[config.mk]
export PLATFORM = sky130hd
export DESIGN_NAME = tspc_top
export DESIGN_NICKNAME = d
export VERILOG_FILES = /design/src/hdl/tspc_pad.v /design/src/hdl/tspc_top.v
export VERILOG_INCLUDE_DIRS = /design/src /design/src/hdl
export SDC_FILE = /design/constraint.sdc
export NUM_CORES = 2
export LEC_CHECK = 0
export BUFFER_PORTS_ARGS = -buffer_cell sky130_fd_sc_hd__buf_2
export CAP_MARGIN = 20
export CELL_PAD_IN_SITES_DETAIL_PLACEMENT = 0
export CELL_PAD_IN_SITES_GLOBAL_PLACEMENT = 1
export CORE_AREA = 2 2 259 261
export DETAILED_ROUTE_END_ITERATION = 10
export DIE_AREA = 0 0 261 263
export PLACE_DENSITY_LB_ADDON = 0.12
export SLEW_MARGIN = 20
export SYNTH_ARGS = -nofsm -noshare
export SYNTH_HDL_FRONTEND = slang
export SYNTH_SLANG_ARGS = --single-unit
export TNS_END_PERCENT = 30
[constraint.sdc]
create_clock -name hclk -period 16.8 [get_ports hclk]
set_clock_uncertainty 0.05 [all_clocks]
set_input_delay 5.04 -clock hclk [delete_from_list [all_inputs] [get_ports hclk]]
set_output_delay 5.04 -clock hclk [all_outputs]
set_load 0.01 [all_outputs]
[src/hdl/tspc_defs.vh]
`ifndef TSPC_DEFS_VH
`define TSPC_DEFS_VH
// register byte offsets
`define TSPC_OFS_CTRL     8'h00
`define TSPC_OFS_STATUS   8'h04
`define TSPC_OFS_ENABLE   8'h08
`define TSPC_OFS_STANDBY_SELECT_EN  8'h0c
`define TSPC_OFS_CAL_ACT  8'h10
`define TSPC_OFS_THRESH   8'h14
`define TSPC_OFS_LED_CFG  8'h18
`define TSPC_OFS_RECAL    8'h1c
`define TSPC_OFS_BASE     8'h20
`define TSPC_OFS_BASE_END 8'h3c
// control bits
`define TSPC_CTRL_STANDBY_SELECT    0
`define TSPC_CTRL_DSLP    1
`define TSPC_CTRL_INT     2
// status fields
`define TSPC_ST_RESET     8
`define TSPC_ST_PWR_LO    9
`define TSPC_ST_TMPWAKE   11
// led config fields
`define TSPC_LED_LINK     0
`define TSPC_LED_HOST     2
`define TSPC_LED_IDLE     4
`define TSPC_LED_ALERT    6
// reset values
`define TSPC_RST_ENABLE   8'hff
`define TSPC_RST_STANDBY_SELECT_EN  8'h01
`define TSPC_RST_THRESH   16'h0040
`define TSPC_RST_LED_CFG  8'h03
`define TSPC_RST_RECAL    16'h0010
// power states
`define TSPC_PWR_ACTIVE   2'h0
`define TSPC_PWR_STANDBY_SELECT     2'h1
`define TSPC_PWR_DSLP     2'h2
// timing
`define TSPC_CAL_TIME_MS  200
`define TSPC_CLK_KHZ      25000
`define TSPC_AVG_SHIFT    6
`endif

[src/hdl/tspc_pad.v]
`timescale 1ns/1ps
`default_nettype none
`default_nettype wire

[src/hdl/tspc_top.v]
// Implementation choices: the AHB-Lite register port and the address map.
`timescale 1ns/1ps
`default_nettype none
`include "tspc_defs.vh"

// Functional notes
// - power state chosen from standby and deep-sleep select bits.
// - on power change, touches of no-longer-active inputs are cleared.
// - standby measures subset, interrupts, talks, leaves when standby bit clears.
// - deep sleep: no measurement, LEDs static at idle level, no modulation.
// - bus traffic in deep sleep wakes only temporarily; select bit stays set.
// - wake pin high in deep sleep without four-wire mode exits deep sleep.
// - reset pin high holds logic reset except channel pointers and stored averages, no LEDs, defaults restored.
// - reset pin release leaves deep sleep, sets reset status, raises interrupt.
// - four-wire mode never drives the wake pin.
// - standby without four-wire drives wake high until interrupt is cleared.
// - each input has its own enable for the sensing cycle.
// - cycles run back to back, enabled inputs in ascending order.
// - measurement minus baseline at or above threshold means touch and interrupt.
// - every recalibration reloads the per-input baseline.
// - leaving standby recalibrates disabled inputs; deep-sleep wake recalibrates all.
// - calibration activate bit forces recalibration and self-clears.
// - manual recalibration blocks presses; a press restarts it.
// - periodic recalibration from the average of 64 measurements.
// - automatic recalibration only below threshold, never during touch.
// - each LED follows its input when linked, else the host.
// - unlinked host-actuated LED may assert alert when its behaviour completes.
module tspc_top #(
	parameter        MW       = 16,
	parameter [22:0] CAL_CYC  = `TSPC_CAL_TIME_MS * `TSPC_CLK_KHZ
) (
	input  wire          hclk,
	input  wire          hresetn,
	input  wire          hsel,
	input  wire [31:0]   haddr,
	input  wire [1:0]    htrans,
	input  wire          hwrite,
	input  wire [2:0]    hsize,
	input  wire [31:0]   hwdata,
	input  wire          hready,
	output wire          hreadyout,
	output reg  [31:0]   hrdata,
	output wire          hresp,
	input  wire          reset_pin,
	input  wire          spi4_mode,
	input  wire          bus_traffic,
	input  wire          wake_in,
	output reg           wake_out,
	output reg           wake_oe,
	output reg           meas_req,
	output reg  [2:0]    meas_chan,
	input  wire [MW-1:0] meas_data,
	input  wire          meas_valid,
	output reg  [1:0]    led_actuate,
	output reg           led_drive_en,
	output reg           led_pwm_en,
	output reg  [1:0]    led_idle_level,
	input  wire [1:0]    led_done,
	output reg           alert_n
);
	localparam S_PICK = 2'h0;
	localparam S_REQ  = 2'h1;
	localparam S_WAIT = 2'h2;

	// pins pass two flops before any logic reads them
	reg [1:0] rst_s_q, spi4_s_q, bus_s_q, wake_s_q;
	always @(posedge hclk or negedge hresetn) begin
		if (!hresetn) begin
			rst_s_q  <= 2'h3;
			spi4_s_q <= 2'h0;
			bus_s_q  <= 2'h0;
			wake_s_q <= 2'h0;
		end else begin
			rst_s_q  <= {rst_s_q[0], reset_pin};
			spi4_s_q <= {spi4_s_q[0], spi4_mode};
			bus_s_q  <= {bus_s_q[0], bus_traffic};
			wake_s_q <= {wake_s_q[0], wake_in};
		end
	end
	wire hold = rst_s_q[1];
	wire spi4 = spi4_s_q[1];

	reg          standby_select_q, dslp_q, int_q, rstst_q, hold_q, alert_q;
	reg [7:0]    touch_q, en_q, sen_q, cal_q, calbad_q, reload_q, led_q;
	reg [15:0]   thr_q, rate_q, rcnt_q;
	reg [22:0]   ctim_q;
	reg [1:0]    pwr_q, st_q;
	reg [2:0]    ch_q;
	reg [MW-1:0] base_q [0:7];
	reg [MW-1:0] avg_q  [0:7];
	reg [MW+5:0] acc_q  [0:7];
	reg [5:0]    acnt_q [0:7];
	reg [7:0]    avgv_q;

	// ahb-lite address phase capture
	reg       wr_q;
	reg [7:0] wa_q;
	wire      take = hsel & htrans[1] & hready;
	wire      wen  = wr_q & ~hold;
	// zero wait: every register answers in the cycle after its address phase
	assign hreadyout = 1'b1;
	assign hresp     = 1'b0;

	function wr_hit;
		input [7:0] ofs;
		begin
			wr_hit = wen && (wa_q == ofs);
		end
	endfunction

	// lowest set bit at or above from; gives back from when none is set
	function [2:0] next_chan;
		input [7:0] mask;
		input [2:0] from;
		integer k;
		reg     found;
		begin
			found     = 1'b0;
			next_chan = from;
			for (k = 0; k < 8; k = k + 1) begin
				if (!found && mask[k] && k[2:0] >= from) begin
					next_chan = k[2:0];
					found     = 1'b1;
				end
			end
		end
	endfunction

	// power state: deep sleep over standby
	wire [1:0] pwr_d = dslp_q ? `TSPC_PWR_DSLP : standby_select_q ? `TSPC_PWR_STANDBY_SELECT : `TSPC_PWR_ACTIVE;
	wire [7:0] act_m = (pwr_d == `TSPC_PWR_DSLP) ? 8'h00 :
		(pwr_d == `TSPC_PWR_STANDBY_SELECT) ? (en_q & sen_q) : en_q;
	wire       pwr_chg = (pwr_d != pwr_q);
	wire       cal_on  = (ctim_q != 23'h0);

	// measurement arithmetic for the current channel
	wire [MW-1:0] base_c = base_q[ch_q];
	wire [MW:0]   diff   = {1'b0, meas_data} - {1'b0, base_c};
	// a reading below the baseline never counts as a touch
	wire          over   = ~diff[MW] && (diff[MW-1:0] >= thr_q[MW-1:0]);
	wire          got    = (st_q == S_WAIT) && meas_valid;
	wire          in_cal = cal_q[ch_q] & cal_on;
	// an answer still in flight for a channel that just left the mask raises nothing
	wire          tset   = got && over && !in_cal && !reload_q[ch_q] &&
		act_m[ch_q];
	wire          cal_press = got && in_cal && over;
	// the newest sample is folded in before the shift, so all 64 are averaged
	wire [MW+5:0] acc_n  = (acnt_q[ch_q] == 6'h00) ? {6'h00, meas_data} :
		acc_q[ch_q] + {6'h00, meas_data};
	wire [7:0]    tbit   = tset ? (8'h01 << ch_q) : 8'h00;
	wire          rate_hit = (rcnt_q >= rate_q);
	// only a zero written to the flag clears it; a one leaves it alone
	wire          int_clr  = wr_hit(`TSPC_OFS_CTRL) && !hwdata[`TSPC_CTRL_INT];
	wire          rel      = hold_q && !hold;

	integer i;
	always @(posedge hclk or negedge hresetn) begin
		if (!hresetn) begin
			wr_q <= 1'b0;
			wa_q <= 8'h00;
			hrdata <= 32'h0000_0000;
			standby_select_q <= 1'b0;
			dslp_q <= 1'b1;
			int_q <= 1'b0;
			rstst_q <= 1'b0;
			hold_q <= 1'b1;
			alert_q <= 1'b0;
			touch_q <= 8'h00;
			en_q <= `TSPC_RST_ENABLE;
			sen_q <= `TSPC_RST_STANDBY_SELECT_EN;
			cal_q <= 8'h00;
			calbad_q <= 8'h00;
			reload_q <= 8'hff;
			led_q <= `TSPC_RST_LED_CFG;
			thr_q <= `TSPC_RST_THRESH;
			rate_q <= `TSPC_RST_RECAL;
			rcnt_q <= 16'h0000;
			ctim_q <= 23'h0;
			pwr_q <= `TSPC_PWR_DSLP;
			st_q <= S_PICK;
			ch_q <= 3'h0;
			avgv_q <= 8'h00;
			meas_req <= 1'b0;
			meas_chan <= 3'h0;
			for (i = 0; i < 8; i = i + 1) begin
				base_q[i] <= {MW{1'b0}};
				avg_q[i]  <= {MW{1'b0}};
				acc_q[i]  <= {(MW+6){1'b0}};
				acnt_q[i] <= 6'h00;
			end
		end else if (hold) begin
			// pin reset: defaults, held in deep sleep, bus ignored
			// channel pointers are left alone; the sequencer restarts from pick anyway
			wr_q <= 1'b0;
			hrdata <= 32'h0000_0000;
			standby_select_q <= 1'b0;
			dslp_q <= 1'b1;
			int_q <= 1'b0;
			rstst_q <= 1'b0;
			hold_q <= 1'b1;
			alert_q <= 1'b0;
			touch_q <= 8'h00;
			en_q <= `TSPC_RST_ENABLE;
			sen_q <= `TSPC_RST_STANDBY_SELECT_EN;
			cal_q <= 8'h00;
			calbad_q <= 8'h00;
			reload_q <= 8'hff;
			led_q <= `TSPC_RST_LED_CFG;
			thr_q <= `TSPC_RST_THRESH;
			rate_q <= `TSPC_RST_RECAL;
			rcnt_q <= 16'h0000;
			ctim_q <= 23'h0;
			pwr_q <= `TSPC_PWR_DSLP;
			st_q <= S_PICK;
			meas_req <= 1'b0;
			avgv_q <= 8'h00;
			for (i = 0; i < 8; i = i + 1) begin
				base_q[i] <= {MW{1'b0}};
				acnt_q[i] <= 6'h00;
				acc_q[i]  <= {(MW+6){1'b0}};
			end
		end else begin
			hold_q <= 1'b0;
			wr_q <= take & hwrite;
			wa_q <= haddr[7:0];
			if (take && !hwrite) begin
				case (haddr[7:0])
				`TSPC_OFS_CTRL:    hrdata <= {29'h0, int_q, dslp_q, standby_select_q};
				`TSPC_OFS_STATUS:  hrdata <= {20'h0, dslp_q & bus_s_q[1], pwr_q, rstst_q, touch_q};
				`TSPC_OFS_ENABLE:  hrdata <= {24'h0, en_q};
				`TSPC_OFS_STANDBY_SELECT_EN: hrdata <= {24'h0, sen_q};
				`TSPC_OFS_CAL_ACT: hrdata <= {24'h0, cal_q};
				`TSPC_OFS_THRESH:  hrdata <= {16'h0, thr_q};
				`TSPC_OFS_LED_CFG: hrdata <= {24'h0, led_q};
				`TSPC_OFS_RECAL:   hrdata <= {16'h0, rate_q};
				default: begin
					if (haddr[7:0] >= `TSPC_OFS_BASE && haddr[7:0] <= `TSPC_OFS_BASE_END)
						hrdata <= {{(32-MW){1'b0}}, base_q[haddr[4:2]]};
					else
						hrdata <= 32'h0000_0000;
				end
				endcase
			end
			// bus traffic only wakes briefly; the select bit is not touched
			if (wr_hit(`TSPC_OFS_CTRL)) begin
				standby_select_q <= hwdata[`TSPC_CTRL_STANDBY_SELECT];
				dslp_q <= hwdata[`TSPC_CTRL_DSLP];
			end else if (rel) begin
				dslp_q <= 1'b0;
			end else if (dslp_q && !spi4 && wake_s_q[1]) begin
				dslp_q <= 1'b0;
			end
			if (wr_hit(`TSPC_OFS_ENABLE))
				en_q <= hwdata[7:0];
			if (wr_hit(`TSPC_OFS_STANDBY_SELECT_EN))
				sen_q <= hwdata[7:0];
			if (wr_hit(`TSPC_OFS_THRESH))
				thr_q <= hwdata[15:0];
			if (wr_hit(`TSPC_OFS_RECAL))
				rate_q <= hwdata[15:0];
			if (wr_hit(`TSPC_OFS_LED_CFG))
				led_q <= hwdata[7:0];
			// flags: a set in the same cycle beats the clear
			int_q   <= (int_q & ~int_clr) | tset | rel;
			rstst_q <= (rstst_q & ~int_clr) | rel;
			touch_q <= ((touch_q & ~{8{int_clr}}) & (pwr_chg ? act_m : 8'hff)) | tbit;
			// alert stands until the host rewrites the led setup, which acknowledges it
			alert_q <= (alert_q & ~wr_hit(`TSPC_OFS_LED_CFG)) |
				|(led_done & ~led_q[1:0] & led_q[3:2] & led_q[7:6]);
			pwr_q <= pwr_d;
			// state-change recalibration
			if (pwr_chg && pwr_q == `TSPC_PWR_STANDBY_SELECT)
				reload_q <= reload_q | ~(en_q & sen_q);
			else if (pwr_chg && pwr_q == `TSPC_PWR_DSLP)
				reload_q <= 8'hff;
			else if (got)
				reload_q <= reload_q & ~(8'h01 << ch_q);
			// manual calibration window; a press restarts it
			if (wr_hit(`TSPC_OFS_CAL_ACT) && hwdata[7:0] != 8'h00) begin
				cal_q <= cal_q | hwdata[7:0];
				calbad_q <= 8'h00;
				ctim_q <= CAL_CYC;
				// a press in the very last cycle still spoils the window
			end else if (ctim_q == 23'h1 && (calbad_q != 8'h00 || cal_press)) begin
				calbad_q <= 8'h00;
				ctim_q <= CAL_CYC;
			end else if (ctim_q == 23'h1) begin
				cal_q <= 8'h00;
				ctim_q <= 23'h0;
			end else begin
				if (cal_on)
					ctim_q <= ctim_q - 23'h1;
				if (cal_press)
					calbad_q <= calbad_q | (8'h01 << ch_q);
			end
			if (cal_q != 8'h00 && !cal_on)
				ctim_q <= CAL_CYC;
			// sensing sequencer
			meas_req <= 1'b0;
			case (st_q)
			S_PICK: begin
				if (act_m != 8'h00) begin
					ch_q <= next_chan(act_m, 3'h0);
					st_q <= S_REQ;
					// counted at cycle start, in step with the averaged-base update below
					rcnt_q <= rate_hit ? 16'h0000 : rcnt_q + 16'h0001;
				end
			end
			S_REQ: begin
				meas_req <= 1'b1;
				meas_chan <= ch_q;
				st_q <= S_WAIT;
			end
			S_WAIT: begin
				if (meas_valid) begin
					// a channel dropped from the mask is simply skipped
					if (ch_q != 3'h7 && (act_m & ~((8'h02 << ch_q) - 8'h01)) != 8'h00) begin
						ch_q <= next_chan(act_m, ch_q + 3'h1);
						st_q <= S_REQ;
					end else begin
						st_q <= S_PICK;
					end
				end
			end
			default: st_q <= S_PICK;
			endcase
			// baseline updates
			if (got) begin
				if (reload_q[ch_q] || (in_cal && !over)) begin
					base_q[ch_q] <= meas_data;
				end else if (!over && !touch_q[ch_q]) begin
					// running 64-sample average only while untouched
					acc_q[ch_q] <= acc_n;
					acnt_q[ch_q] <= acnt_q[ch_q] + 6'h01;
					if (acnt_q[ch_q] == 6'h3f) begin
						avg_q[ch_q] <= acc_n[MW+`TSPC_AVG_SHIFT-1:`TSPC_AVG_SHIFT];
						avgv_q <= avgv_q | (8'h01 << ch_q);
					end
				end
			end
			// averages land only at a cycle boundary, never mid-cycle
			if (rate_hit && st_q == S_PICK && act_m != 8'h00) begin
				for (i = 0; i < 8; i = i + 1) begin
					if (avgv_q[i] && !touch_q[i] && !cal_q[i])
						base_q[i] <= avg_q[i];
				end
				avgv_q <= 8'h00;
			end
		end
	end

	// pin and LED outputs, all registered
	always @(posedge hclk or negedge hresetn) begin
		if (!hresetn) begin
			wake_out <= 1'b0;
			wake_oe <= 1'b0;
			led_actuate <= 2'h0;
			led_drive_en <= 1'b0;
			led_pwm_en <= 1'b0;
			led_idle_level <= 2'h0;
			alert_n <= 1'b1;
		end else begin
			// only standby without four-wire drives the wake pin
			// in standby wake_in carries our own drive; the deep-sleep exit ignores it then
			wake_oe <= ~hold & ~spi4 & (pwr_d == `TSPC_PWR_STANDBY_SELECT);
			wake_out <= ~hold & int_q;
			led_drive_en <= ~hold;
			led_pwm_en <= ~hold & (pwr_d != `TSPC_PWR_DSLP);
			led_idle_level <= led_q[`TSPC_LED_IDLE+1:`TSPC_LED_IDLE];
			if (hold || pwr_d == `TSPC_PWR_DSLP)
				led_actuate <= 2'h0;
			else
				led_actuate <= (led_q[1:0] & touch_q[1:0]) | (~led_q[1:0] & led_q[3:2]);
			alert_n <= ~(alert_q & ~hold);
		end
	end
endmodule
`default_nettype wire

==> reports/results.txt <==
Outcome = finished clean
Routed Antenna Nets = 0
DRT iter0 DRCs = 3675
Commonest cells post-synth = dfrtp_1 (647), nand2_1 (283), o21ai_0 (210)
Slew headroom = 0.1861
Synth Cell Area = 35310 um^2
Setup crit start = meas_data[9]
Total wire length = 125300 um
Sink Count = 674
Critical R2R Capture = base_q[58]
Die width = 261 um
Actual slew at the worst max-slew pin = 1.221 ns
Most common flop cell mapped by yosys = dfrtp_1
WHS = 0.2947 ns
Sequential area share after synthesis = 0.4786
Global route total overflow = 0
Worst Hold Launch = bus_s_q[0]
Drt pass-1 iters = 7
Max-cap violations = 0
ANT cells = 0
Post-Synthesis Cells = 3420
Most common cell in the netlist = dfrtp_1
First-pass GRT wire length = 189300 um
Worst R2R Setup Slack = 7.49 ns
Pleak = 0.01658 uW
Die area = 68640 um^2
Buf/Inv on CP = 4
Nets = 3580
Crit-path max FO = 64
CP startpoint kind = primary input
Antenna violations before repair = 3
CTS Buffer Depth = 3
Avg WL per Cell = 29.01 um
CP Data Required Time = 17.20 ns
Worst vdd ir = 0.07850 mV
Vias/cell = 6.951
Slew Viols, Final = 0
Maximum clock rate = 0.09147 GHz
Hold Fails Final Rpt = 0
Fin crit share = 0.6507
Most used cell, CP = buf_4
Setup crit end = base_q[58]
RSZ-0062 raised after global routing = no
Hold Path Class = reg2reg
Yosys Warn Count = 0
Crit-path leading delay family = compound AO/OA/AOI/OAI gates
DP HPWL = 78500 um
H-tree Lvls = 3
Crit path capture type = flip-flop
Initial Util = 0.5380
Dominant cell type by area after synthesis = dfrtp_1
Synthesis-to-finish area growth = 10.61%
Post-route setup slack = 5.868 ns
I/O pin total = 144
Port buffer count = 81
Layout filler cell count = 5498
Vias = 30030
CTS tree = done
Pin count of the biggest net entering global routing = 178
Setup violations, final = 0
Root buffer cell = clkbuf_16
All-Layer GR Usage = 0.3656
Reg2reg start = ch_q[1]
Insertion delay to the later sink of the worst-skew pair = 0.62 ns
Setup bufs post-CTS = 0
Row cnt = 94
Die Y = 263 um
Reg clk slew, reported paths = 0.06 ns
Vias in the first global route = 29870
Setup TNS = 0 ns
Stages on the worst setup path = 19
PwrDens = 120.9 nW/um^2
Area of the multi-input gates = 16650 um^2
# resized after CTS = 0
Num CTS Buffers = 75
Layout cells sized above 1 = 0.1366
Slowest CP cell = o21a_1
Critical path class = in2reg
DRC violations left = 0
Area contributors post-synth = dfrtp_1 (46%), a22o_1 (4.2%), o32ai_1 (3.1%)
Routability cong. = 0.9285
Post-synth top area share = 0.4585
Fin crit period = 10.93 ns
Cts hold-fix bufs = 0
FFs w/ async S/R, synth = 1.000
Pre-CTS setup slack = 5.418 ns
WP data arrival = 11.33 ns
Syn avg cell area = 10.32 um^2
EDFF count, synth = 0
Sequential cell area = 16910 um^2
Crit path cell chain = buf_2, ha_1, o21ai_0, a21boi_0, nand3_1, nand2_1, nand2_1, or4b_2, nand3_1, ha_1, and4_1, o2111ai_1, o31a_1, buf_4, nor3_2, buf_4, buf_4, o21a_1, a211oi_1
Netlist cell types = 98
Core area = 65630 um^2
Post-synthesis register bit count = 674
Post-route core utilization = 0.5951
CP max stage delay = 1.00 ns
Worst Reg-to-Reg Cells = 23
[registers in the layout, indices dropped and copies added (netlist names), 3 cells and up]
| signal | flops |
|---|---|
| reload_q | 8 |
| base_q | 128 |
| thr_q | 16 |
| hrdata | 16 |
| ch_q | 3 |
| ctim_q | 23 |
| led_q | 8 |
| meas_chan | 3 |
| acnt_q | 48 |
| sen_q | 8 |
| avgv_q | 8 |
| acc_q | 176 |
| cal_q | 8 |
| en_q | 8 |
| touch_q | 8 |
| rate_q | 16 |
| wa_q | 8 |
| rcnt_q | 16 |
| calbad_q | 8 |
| avg_q | 128 |
[final cells by class]
type                    instances  share of cell area
clock inverters                20            0.008329
well taps                     864             0.02768
flip-flops and latches        674              0.4330
inverters                     211             0.02028
repair buffers                162             0.02742
clock buffers                 112             0.05702
multi-input cells            2277              0.4263
[placed cells by master, fill, tap and decap left out, types with 33 or more instances in the layout]
cell type,instances
a211oi_1,132
nand4_1,33
ha_1,80
xnor2_1,39
mux4_2,45
o2bb2ai_1,60
mux2i_1,99
a21oi_1,109
buf_2,81
dfrtp_1,644
a22oi_1,94
inv_1,207
a22o_1,168
nor3_1,36
o32ai_1,123
nand2_1,283
nor2_1,177
clkbuf_16,76
buf_4,73
o21ai_0,210
nand3_1,42
[worst min path at each step]
stage,endpoint,slack [ns],cells after the start
6_report,bus_s_q[1],0.29,0
5_1_grt,wake_s_q[1],0.32,0
4_1_cts,bus_s_q[1],0.30,0
3_5_place_dp,wake_s_q[1],0.29,0
3_3_place_gp,bus_s_q[1],0.29,0
2_1_floorplan,bus_s_q[1],0.28,0
[per-layer routing]
metal  vias to the layer above  routed length, um  GRT usage
li1                      12800                  -          -
met1                     15160              50610     0.5079
met2                      1694              55620     0.5451
met3                       366              13250    0.08906
met4                         4               5814     0.1605
met5                         -                 23          0
[power by group]
part           internal [uW]  switching [uW]
logic                    333             898
clock network           1040             693
registers               1670            92.0
[through the flow]
| step | instance area (um^2) | total power, uW | cells |
|---|---|---|---|
| 2_1_floorplan | 35370 | 2516 | 3436 |
| 3_3_place_gp | 36450 | 2950 | 4184 |
| 3_5_place_dp | 36460 | 2982 | 4185 |
| 4_1_cts | 39010 | 4702 | 4317 |
| 5_1_grt | 39060 | 4879 | 4320 |
| 6_report | 39060 | 4723 | 4320 |
[kinds of logic after synthesis]
kind of cell | share of synthesized area
fa+ha+maj | 0.02948
other cells | 0.0002127
xor+xnor | 0.01687
mux | 0.06672
compound gates | 0.2501
flops | 0.4786
simple gates | 0.1017
buf+inv | 0.05631
[worst reg2reg max path: cells and delay by family (launching register included)]
| family | cells | cell delay, ns |
|---|---|---|
| AO/OA/AOI/OAI | 7 | 2.52 |
| AND/OR/NAND/NOR | 9 | 2.73 |
| buffers and inverters | 5 | 2.74 |
| adder cells (fa/ha/maj) | 2 | 0.47 |
| flip-flops | 1 | 0.63 |
Power figures use the tool's default switching activity.
